[config.mk]
export PLATFORM = sky130hd
export DESIGN_NAME = pf_port_one
export DESIGN_NICKNAME = d
export VERILOG_FILES = /design/src/hdl/pf_pkg.sv /design/src/hdl/pf_pin_cell.sv /design/src/hdl/pf_port_one.sv
export SDC_FILE = /design/constraint.sdc
export NUM_CORES = 1
export LEC_CHECK = 0
export BUFFER_PORTS_ARGS = -buffer_cell sky130_fd_sc_hd__buf_2
export CORE_ASPECT_RATIO = 0.75
export CORE_MARGIN = 2
export CORE_UTILIZATION = 53
export DETAILED_ROUTE_END_ITERATION = 6
export HOLD_SLACK_MARGIN = 0.08
export PLACE_DENSITY = 0.88
export SYNTH_ARGS = -nofsm -noshare
export SYNTH_HDL_FRONTEND = slang
export SYNTH_SLANG_ARGS = --single-unit
[constraint.sdc]
create_clock -name pclk -period 2.57 [get_ports pclk]
set_input_delay 0.257 -clock pclk [delete_from_list [all_inputs] [get_ports pclk]]
set_output_delay 0.257 -clock pclk [all_outputs]
set_load 0.02 [all_outputs]
[src/hdl/pf_pkg.sv]
/*
 pf_pkg: register map, field positions and reset values of the port-one
 pin function select block.
 assumes: APB3 slave, 32-bit data, one word per register.
*/
package pf_pkg;
   // register byte offsets
   localparam logic [7:0] PF_OFS_DATA = 8'h00;
   localparam logic [7:0] PF_OFS_DIR = 8'h04;
   localparam logic [7:0] PF_OFS_PULLUP = 8'h08;
   localparam logic [7:0] PF_OFS_FUNC = 8'h0C;
   localparam logic [7:0] PF_OFS_EDGE = 8'h10;

   // reset values
   localparam logic [7:0] PF_RST_DATA = 8'h00;
   localparam logic [7:0] PF_RST_DIR = 8'h00;
   localparam logic [7:0] PF_RST_PULLUP = 8'h00;
   localparam logic [7:0] PF_RST_FUNC = 8'h00;
   localparam logic [2:0] PF_RST_EDGE = 3'h0;

   // function select bit positions
   localparam int PF_BIT_EXT_INT_THREE = 7;
   localparam int PF_BIT_EXT_INT_TWO = 6;
   localparam int PF_BIT_EXT_INT_ONE = 5;
   localparam int PF_BIT_PWM = 4;
   localparam int PF_BIT_TIMER_G_CAPTURE = 3;
   localparam int PF_BIT_TIMER_F_HIGH = 2;
   localparam int PF_BIT_TIMER_F_LOW = 1;
   localparam int PF_BIT_TIMER_A_CLOCK = 0;

   // edge select bits, one per shared input on pins 5, 6, 7 (1 = rising)
   localparam int PF_EDGE_PIN_FIRST = 5;
   localparam int PF_EDGE_COUNT = 3;

   // pins whose alternate function drives the pin
   localparam logic [7:0] PF_ALT_OUT_MASK = 8'h17;

   // timer clock-select codes that open the event inputs
   localparam logic [2:0] PF_TC_SEL_EXT = 3'h7;
   localparam int PF_TF_SEL_MSB = 2;

   // direction register reads back as all ones
   localparam logic [31:0] PF_DIR_READ = 32'h0000_00FF;
endpackage

[src/hdl/pf_pin_cell.sv]
/*
 pf_pin_cell: one port pin; picks general I/O or alternate function,
 drives the pin, controls the pull-up and forms the read-back bit.
 assumes: pin_in synchronous to pclk; pad resolves the wire from pin_oe.
*/
`timescale 1ns/1ps
module pf_pin_cell
   import pf_pkg::*;
(
   input wire logic pclk,
   input wire logic presetn,
   input wire logic mode_sel,
   input wire logic dir_bit,
   input wire logic latch_bit,
   input wire logic alt_drive,
   input wire logic alt_value,
   input wire logic pullup_bit,
   input wire logic pin_in,
   output logic pin_out,
   output logic pin_oe,
   output logic pullup_on,
   output logic read_bit
);
   logic pin_out_ff;
   logic pin_oe_ff;
   logic pullup_ff;
   logic nxt_pin_out;
   logic nxt_pin_oe;
   logic nxt_pullup;

   always_comb begin
      nxt_pin_oe = mode_sel ? alt_drive : dir_bit;
      nxt_pin_out = mode_sel ? (alt_drive & alt_value) : latch_bit;
      nxt_pullup = pullup_bit & ~nxt_pin_oe;
   end

   always_ff @(posedge pclk or negedge presetn) begin
      if (!presetn) begin
         pin_out_ff <= 1'b0;
         pin_oe_ff <= 1'b0;
         pullup_ff <= 1'b0;
      end else begin
         pin_out_ff <= nxt_pin_out;
         pin_oe_ff <= nxt_pin_oe;
         pullup_ff <= nxt_pullup;
      end
   end

   // latch for general outputs, live level otherwise
   assign read_bit = (!mode_sel && dir_bit) ? latch_bit : pin_in;
   assign pin_out = pin_out_ff;
   assign pin_oe = pin_oe_ff;
   assign pullup_on = pullup_ff;
endmodule

[src/hdl/pf_port_one.sv]
/*
 pf_port_one: port-one pin function select with APB3 register access,
 eight pin cells, edge sensing for the shared interrupt/timer inputs.
 assumes: pins and timer signals synchronous to pclk; timers supply
 their clock-select fields; interrupt enables live in the interrupt unit.
*/
// Operation
// pull-up bit one turns input pull-up on
// pull-up bit zero turns input pull-up off
// pull-up register read/write, reset to zero
// function register read/write, reset to zero
// bit 7 selects interrupt three, timer F
// bit 6 selects interrupt two, timer C
// bit 5 selects interrupt one, timer B
// bit 4 drives pin from PWM
// bit 3 routes pin to timer G capture
// bit 2 drives timer F high output
// bit 1 drives timer F low output
// bit 0 drives timer A clock output
// shared inputs sense rising or falling edge
// timer F event only when select 0**
// timer C event only when select 111
// direction used only in general I/O
// software disables interrupt three for timer F
// software disables interrupt two for timer C
// direction one output, zero input
// data read: latch for outputs, pin otherwise
// direction register reads all ones
// pull-up off while pin is output
`timescale 1ns/1ps
module pf_port_one
   import pf_pkg::*;
#(
   parameter int ADDR_W = 8
)
(
   input wire logic pclk,
   input wire logic presetn,
   input wire logic psel,
   input wire logic penable,
   input wire logic pwrite,
   input wire logic [ADDR_W-1:0] paddr,
   input wire logic [31:0] pwdata,
   output logic [31:0] prdata,
   output logic pready,
   output logic pslverr,
   input wire logic [7:0] pin_in,
   output logic [7:0] pin_out,
   output logic [7:0] pin_oe,
   output logic [7:0] pullup_on,
   input wire logic pwm_out,
   input wire logic timer_f_high_out,
   input wire logic timer_f_low_out,
   input wire logic timer_a_clock_out,
   input wire logic [2:0] timer_f_clock_select,
   input wire logic [2:0] timer_c_clock_select,
   output logic ext_int_one_req,
   output logic ext_int_two_req,
   output logic ext_int_three_req,
   output logic timer_b_event_in,
   output logic timer_c_event_in,
   output logic timer_f_event_in,
   output logic timer_g_capture_in
);
   if (ADDR_W < 5 || ADDR_W > 32) begin : g_addr_check
      $error("pf_port_one: ADDR_W must lie in 5..32");
   end

   logic [7:0] data_latch_ff;
   logic [7:0] direction_ff;
   logic [7:0] pullup_ff;
   logic [7:0] func_sel_ff;
   logic [2:0] edge_sel_ff;
   logic [31:0] prdata_ff;
   logic [2:0] prev_pin_ff;
   logic [2:0] ext_req_ff;
   logic timer_b_ev_ff;
   logic timer_c_ev_ff;
   logic timer_f_ev_ff;
   logic capture_ff;
   logic [7:0] port_read;
   logic [7:0] alt_value;
   logic [7:0] pin_is_out;
   logic [2:0] edge_hit;
   logic [7:0] addr_lo;
   logic addr_hit;
   logic setup_rd;
   logic wr_en;
   logic [31:0] rd_value;

   // bus decode; zero wait states
   assign addr_lo = 8'(paddr);
   // address bits above the map must be zero
   assign addr_hit = (ADDR_W <= 8 || (paddr >> 8) == ADDR_W'(0)) &&
                     (addr_lo == PF_OFS_DATA || addr_lo == PF_OFS_DIR || addr_lo == PF_OFS_PULLUP ||
                      addr_lo == PF_OFS_FUNC || addr_lo == PF_OFS_EDGE);
   assign setup_rd = psel && !penable && !pwrite;
   assign wr_en = psel && penable && pwrite && addr_hit;
   assign pready = 1'b1;
   assign pslverr = psel && penable && !addr_hit;

   // register writes
   always_ff @(posedge pclk or negedge presetn) begin
      if (!presetn) begin
         data_latch_ff <= PF_RST_DATA;
      end else if (wr_en && addr_lo == PF_OFS_DATA) begin
         data_latch_ff <= pwdata[7:0];
      end
   end

   always_ff @(posedge pclk or negedge presetn) begin
      if (!presetn) begin
         direction_ff <= PF_RST_DIR;
      end else if (wr_en && addr_lo == PF_OFS_DIR) begin
         direction_ff <= pwdata[7:0];
      end
   end

   always_ff @(posedge pclk or negedge presetn) begin
      if (!presetn) begin
         pullup_ff <= PF_RST_PULLUP;
      end else if (wr_en && addr_lo == PF_OFS_PULLUP) begin
         pullup_ff <= pwdata[7:0];
      end
   end

   always_ff @(posedge pclk or negedge presetn) begin
      if (!presetn) begin
         func_sel_ff <= PF_RST_FUNC;
      end else if (wr_en && addr_lo == PF_OFS_FUNC) begin
         func_sel_ff <= pwdata[7:0];
      end
   end

   always_ff @(posedge pclk or negedge presetn) begin
      if (!presetn) begin
         edge_sel_ff <= PF_RST_EDGE;
      end else if (wr_en && addr_lo == PF_OFS_EDGE) begin
         edge_sel_ff <= pwdata[2:0];
      end
   end

   // read data captured in the setup phase
   always_comb begin
      rd_value = 32'h0000_0000;
      if (addr_hit) begin
         case (addr_lo)
            PF_OFS_DATA: rd_value = {24'h00_0000, port_read};
            PF_OFS_DIR: rd_value = PF_DIR_READ;
            PF_OFS_PULLUP: rd_value = {24'h00_0000, pullup_ff};
            PF_OFS_FUNC: rd_value = {24'h00_0000, func_sel_ff};
            PF_OFS_EDGE: rd_value = {29'h0000_0000, edge_sel_ff};
            default: rd_value = 32'h0000_0000;
         endcase
      end
   end

   always_ff @(posedge pclk or negedge presetn) begin
      if (!presetn) begin
         prdata_ff <= 32'h0000_0000;
      end else if (setup_rd) begin
         prdata_ff <= rd_value;
      end
   end
   assign prdata = prdata_ff;

   // alternate output sources per pin
   assign alt_value = {3'h0, pwm_out, 1'b0, timer_f_high_out, timer_f_low_out, timer_a_clock_out};
   assign pin_is_out = (func_sel_ff & PF_ALT_OUT_MASK) | (~func_sel_ff & direction_ff);

   for (genvar i = 0; i < 8; i++) begin : g_pin
      pf_pin_cell u_cell (
         .pclk(pclk),
         .presetn(presetn),
         .mode_sel(func_sel_ff[i]),
         .dir_bit(direction_ff[i]),
         .latch_bit(data_latch_ff[i]),
         .alt_drive(PF_ALT_OUT_MASK[i]),
         .alt_value(alt_value[i]),
         .pullup_bit(pullup_ff[i]),
         .pin_in(pin_in[i]),
         .pin_out(pin_out[i]),
         .pin_oe(pin_oe[i]),
         .pullup_on(pullup_on[i]),
         .read_bit(port_read[i])
      );
   end

   // edge sensing on shared inputs, pins 5..7
   for (genvar e = 0; e < PF_EDGE_COUNT; e++) begin : g_edge
      always_ff @(posedge pclk or negedge presetn) begin
         if (!presetn) begin
            prev_pin_ff[e] <= 1'b0;
         end else begin
            prev_pin_ff[e] <= pin_in[PF_EDGE_PIN_FIRST+e];
         end
      end
      assign edge_hit[e] = func_sel_ff[PF_EDGE_PIN_FIRST+e] &&
                           (edge_sel_ff[e] ? (pin_in[PF_EDGE_PIN_FIRST+e] && !prev_pin_ff[e])
                                           : (!pin_in[PF_EDGE_PIN_FIRST+e] && prev_pin_ff[e]));
   end

   always_ff @(posedge pclk or negedge presetn) begin
      if (!presetn) begin
         ext_req_ff <= 3'h0;
      end else begin
         ext_req_ff <= edge_hit;
      end
   end

   always_ff @(posedge pclk or negedge presetn) begin
      if (!presetn) begin
         timer_b_ev_ff <= 1'b0;
         timer_c_ev_ff <= 1'b0;
         timer_f_ev_ff <= 1'b0;
      end else begin
         timer_b_ev_ff <= edge_hit[0];
         timer_c_ev_ff <= edge_hit[1] && (timer_c_clock_select == PF_TC_SEL_EXT);
         timer_f_ev_ff <= edge_hit[2] && !timer_f_clock_select[PF_TF_SEL_MSB];
      end
   end

   always_ff @(posedge pclk or negedge presetn) begin
      if (!presetn) begin
         capture_ff <= 1'b0;
      end else begin
         capture_ff <= func_sel_ff[PF_BIT_TIMER_G_CAPTURE] & pin_in[PF_BIT_TIMER_G_CAPTURE];
      end
   end

   // interrupt enables are the interrupt unit's concern
   assign ext_int_one_req = ext_req_ff[0];
   assign ext_int_two_req = ext_req_ff[1];
   assign ext_int_three_req = ext_req_ff[2];
   assign timer_b_event_in = timer_b_ev_ff;
   assign timer_c_event_in = timer_c_ev_ff;
   assign timer_f_event_in = timer_f_ev_ff;
   assign timer_g_capture_in = capture_ff;
endmodule

-- Word-level counts from Yosys, hierarchy flattened
Index checks and enable logic that the tools add are counted.
- register bits after elaboration: 101
- logic and storage cells: 142
- output and inout bits: 65
- bitwise logic cells: 17
- reductions and logical operators: 53
- muxes and demuxes: 29
- equality and inequality tests: 5
- operators with widths (cell ; number):
    case mux 8 bit (5 select lines) ; 1
    two-way mux 32 bit ; 1
    logical AND 1 bit ; 30
    two-way mux 1 bit ; 27
    logical NOT 1 bit ; 18
    equality test 8 x 4 -> 1 bit (second input constant) ; 2
    bitwise AND 1 bit ; 9
    equality test 8 x 3 -> 1 bit (second input constant) ; 1
    equality test 8 x 5 -> 1 bit (second input constant) ; 1
    logical NOT 8 bit ; 1
    inverter 1 bit ; 8
    logical OR 1 bit ; 4
    equality test 3 bit (second input constant) ; 1

-- Depth between registers and ports, before layout
- depth after elaboration: 7
- depth in mapped cells: 5
- depth with buffers taken out: 4

-- Modules after synthesis
Synthesis repeated with hierarchy kept, for this count alone.
- cell total of the unflattened synthesis: 288
- area total of the unflattened synthesis: 3500.9 um^2
- by module, submodules not included (module ; area an instance (um^2) ; cells an instance ; times used):
    pf_port_one ; 2439.8 ; 200 ; 1
    pf_pin_cell ; 132.6 ; 11 ; 8

-- Least setup slack after synthesis
OpenSTA, ideal clock, no wires.
- path kind: input to register
- from: in paddr[7]
- to: reg edge_sel_ff[0]
- arrival time: 1721 ps
- slack: 724 ps
- buffers on the path: 0
- setup time: 125 ps
- cell stages on the path: 4
- cell sequence: or2_2 or4_1 nor3_1 mux2_2
- word-level cells in the longest chain between the ends: 7
- elaborated cells on any way between the ends: 11
- those cells by class: 4 x eq/ne; 7 x reduce/logical
- RTL lines (item ; line ; source):
    start: declaration ; pf_port_one.sv:42 ; input wire logic [ADDR_W-1:0] paddr,
    equality test 8 x 3 -> 1 bit or logical NOT 8 bit (tied branches) ; pf_port_one.sv:95 ; (addr_lo == PF_OFS_DATA || addr_lo == PF_OFS_DIR || addr_lo == PF_OFS_PULLUP ||
    logical OR 1 bit (3 in series) ; pf_port_one.sv:95 ;
    logical OR 1 bit ; pf_port_one.sv:96 ; addr_lo == PF_OFS_FUNC || addr_lo == PF_OFS_EDGE);
    logical AND 1 bit ; pf_port_one.sv:98 ; assign wr_en = psel && penable && pwrite && addr_hit;
    logical AND 1 bit (*) ; pf_port_one.sv:138 ; end else if (wr_en && addr_lo == PF_OFS_EDGE) begin
    end signal: assignment ; pf_port_one.sv:139 ; edge_sel_ff <= pwdata[2:0];
    end: declaration ; pf_port_one.sv:73 ; logic [2:0] edge_sel_ff;
Every way passes the cells marked *; elsewhere a longest branch is shown, timed or not.
A chain may end at the register's enable or synchronous reset.

-- Worst setup path after layout
- from: in paddr[7]
- to: out pslverr
- word-level cells in the longest chain between the ends: 7
- elaborated cells on any way between the ends: 11
- those cells by class: 4 x eq/ne; 7 x reduce/logical
- RTL lines (item ; line ; source):
    equality test 8 x 3 -> 1 bit or logical NOT 8 bit (tied branches) ; pf_port_one.sv:95 ;
    logical OR 1 bit (3 in series) ; pf_port_one.sv:95 ;
    logical OR 1 bit (*) ; pf_port_one.sv:96 ;
    logical NOT 1 bit (*) ; pf_port_one.sv:100 ; assign pslverr = psel && penable && !addr_hit;
    logical AND 1 bit (*) ; pf_port_one.sv:100 ;
    end: declaration ; pf_port_one.sv:46 ; output logic pslverr,
Marked as above.

==> results.txt <==
Most frequent cells in the layout: 76 x dfrtp_1, 75 x buf_2, 39 x mux2_2
Max_cap viols: 0
# diodes: 0
# rows: 25
Post-CTS setup buffer count: 0
Final Critical Period: 1.820 ns
Initial Util: 0.5501
Layout fillers: 532
Leakage Power: 2.227 nW
Post-detailed-route count of antenna-violating nets: 0
Placed cells: 415
Setup TNS: 0 ns
Detailed-router iteration count before antenna repair: 4
Share of layout cells above drive strength 1: 0.4040
Hold Path Class: input pin to flip-flop
Mapped Area: 3493 um2
Post-cts hold buffer count: 4
IO buf count: 76
Num CTS Buffers: 9
RSZ-0062 raised after global routing: false
Critical Path Fanout Max: 3
Slowest CP cell: or4_1
Crit path DAT: 1.56 ns
Routed WL: 6579 um
Commonest non-fill, non-tap cell in the layout: dfrtp_1
Cell count after synthesis: 289
Vias per std cell: 5.060
Crit end category: primary output
Gr usage total: 0.1936
Unique cell type count in the Yosys netlist: 34
Synthesis Warnings: 0
Util after Layout: 0.6156
Worst setup slack after layout: 0.7501 ns
Worst path required time: 2.31 ns
First-pass GRT wire length: 10630 um
Slowest stage delay, CP: 0.47 ns
Power Density: 595.1 nW/um2
Htree depth: 3
Max Clk Rate: 549.5 MHz
Max Root-Sink Buffers: 2
Clock tree from TritonCTS: built
# clock sinks: 76
Worst slack at placement: 0.4254 ns
Slew margin rel.: 0.3898
Status: finished clean
Avg Inst Size Synth: 12.09 um2
Clock transition at path regs: 0.07 ns
Detailed Route Iter0 Violations: 77
Initial antenna violation count: 0
Clock Latency Late Sink: 0.35 ns
Die width: 97.75 um
Die Span Y: 74.31 um
Period utilization: 0.7081
Startpoint class of the critical path: input pin
DRC Markers: 0
Top cells by area, synth: dfrtp_1 54%, mux2_2 13%, buf_4 11%
Layout Cells excl Fill: 435
Fin. max-slew vios: 0
Gpl congestion: 0.7943
Crit-path cells: buf_2 > or2_2 > or4_1 > o211a_1 > buf_2
Total grt overflow: 0
Share of the yosys chip area belonging to registers: 0.5444
Vias in the first global route: 2211
#FFs+latches synth: 76
Hold Violations, Final: 0
Post-synth top area share: 0.5444
Most frequent CP cell: buf_2
# resized after CTS: 0
Hold WS: 0.1391 ns
Largest net degree at the start of global routing: 77
Clock Skew: 0.006949 ns
Hpwl dp: 4584 um
Wire length per cell: 15.12 um
Ports: 128
Post-synth top area cell: dfrtp_1
Worst slew pin tran: 0.9153 ns
Core area: 6350 um2
Clock Tree Root: clkbuf_8
Vias: 2201
# setup viols final: 0
Kind of critical path: input pin to primary output
Die area: 7263 um2
Nets@finish: 412
Worst vdd ir: 357.3 uV
Area grow syn2layout: 11.89%
per-layer routing:
layer  share of wire  wire length [um]  track usage
met1            0.41              2726       0.2322
met5               0                 0            0
met2            0.49              3253       0.3287
met4          0.0071                47      0.06790
met3           0.084               552      0.07425
final cells by class:
| class | count | area [um2] | area share |
|---|---|---|---|
| Sequential cell | 76 | 1902 | 0.4866 |
| Clock inverter | 4 | 47.55 | 0.01216 |
| Tap cell | 81 | 101.3 | 0.02593 |
| Clock buffer | 12 | 155.1 | 0.03969 |
| Inverter | 8 | 30.03 | 0.007682 |
| Timing Repair Buffer | 80 | 422.9 | 0.1082 |
| Multi-Input combinational cell | 174 | 1250 | 0.3198 |
Yosys cell counts:
cell / number
or4_1: 1
o211a_1: 1
nand2_1: 10
and3_1: 2
mux2i_1: 6
nor3_1: 1
buf_1: 1
a22oi_1: 3
nand2b_1: 10
a22o_1: 8
clkbuf_1: 2
a211oi_1: 3
nand3_1: 1
or2_2: 6
inv_1: 8
dfrtp_1: 76
nand3_4: 1
nor3_4: 1
o21ai_0: 6
o31ai_1: 1
and2_1: 7
conb_1: 2
nor2b_1: 6
o22ai_1: 7
or4_4: 1
nand2_2: 2
nor2_1: 16
and2b_2: 1
and3b_1: 4
buf_4: 50
nand3b_4: 1
mux2_2: 39
a21oi_1: 4
buf_6: 1
worst max-delay path: cells and delay by family:
family / cells / cell delay [ns]
AOI/OAI and AO/OA: 1 / 0.25
and+or+nand+nor: 2 / 0.80
buffers and inverters: 2 / 0.25
metrics by stage:
stage	power, mW	area (um2)
final	2.326	3909
after global routing	2.418	3909
after CTS	2.348	3909
after detailed placement	1.431	3666
after global placement	1.425	3666
after floorplan	1.387	3580
sequential cells by signal (all words and copies together) (netlist names):
signal,flops
edge_sel_ff,3
func_sel_ff,8
prdata,8
data_latch_ff,8
pullup_ff,8
direction_ff,8
timer_f_event_in,1
timer_c_event_in,1
ext_req_ff,3
g_pin.u_cell.pin_out,8
g_pin.u_cell.pin_oe,8
prev_pin_ff,3
timer_g_capture_in,1
g_pin.u_cell.pullup_on,8
power breakdown:
| part | total, mW | internal [mW] | switching [mW] |
|---|---|---|---|
| logic | 0.187 | 0.0611 | 0.126 |
| clock network | 0.915 | 0.499 | 0.416 |
| registers | 1.22 | 1.21 | 0.0104 |
| total | 2.33 | 1.77 | 0.553 |
cell families (layout without fill, tap and decap cells):
family | Yosys count | count (layout) | share of synthesized area
multiplexers | 45 | 45 | 0.1429
buffers and inverters | 62 | 104 | 0.1225
AO/OA/AOI/OAI | 33 | 33 | 0.06483
other | 2 | 25 | 0.002150
flip-flops | 76 | 76 | 0.5444
AND/OR/NAND/NOR | 71 | 71 | 0.1232
path summary, 6_finish.rpt:
check / to / start / slack (ns) / cells past startpoint
worst max-delay path: pslverr / paddr[7] / 0.75 / 5
worst min-delay path: g_pin[4].u_cell.pin_out / pwm_out / 0.14 / 2
worst max register to register: prdata[7] / func_sel_ff[7] / 1.24 / 4
worst min register to register: prdata[4] / prdata[4] / 0.50 / 2
max in group asynchronous: g_pin[5].u_cell.pin_out / presetn / 1.38 / 2
min in group asynchronous: g_pin[4].u_cell.pin_out / presetn / 0.60 / 2
Power figures use the tool's default switching activity.
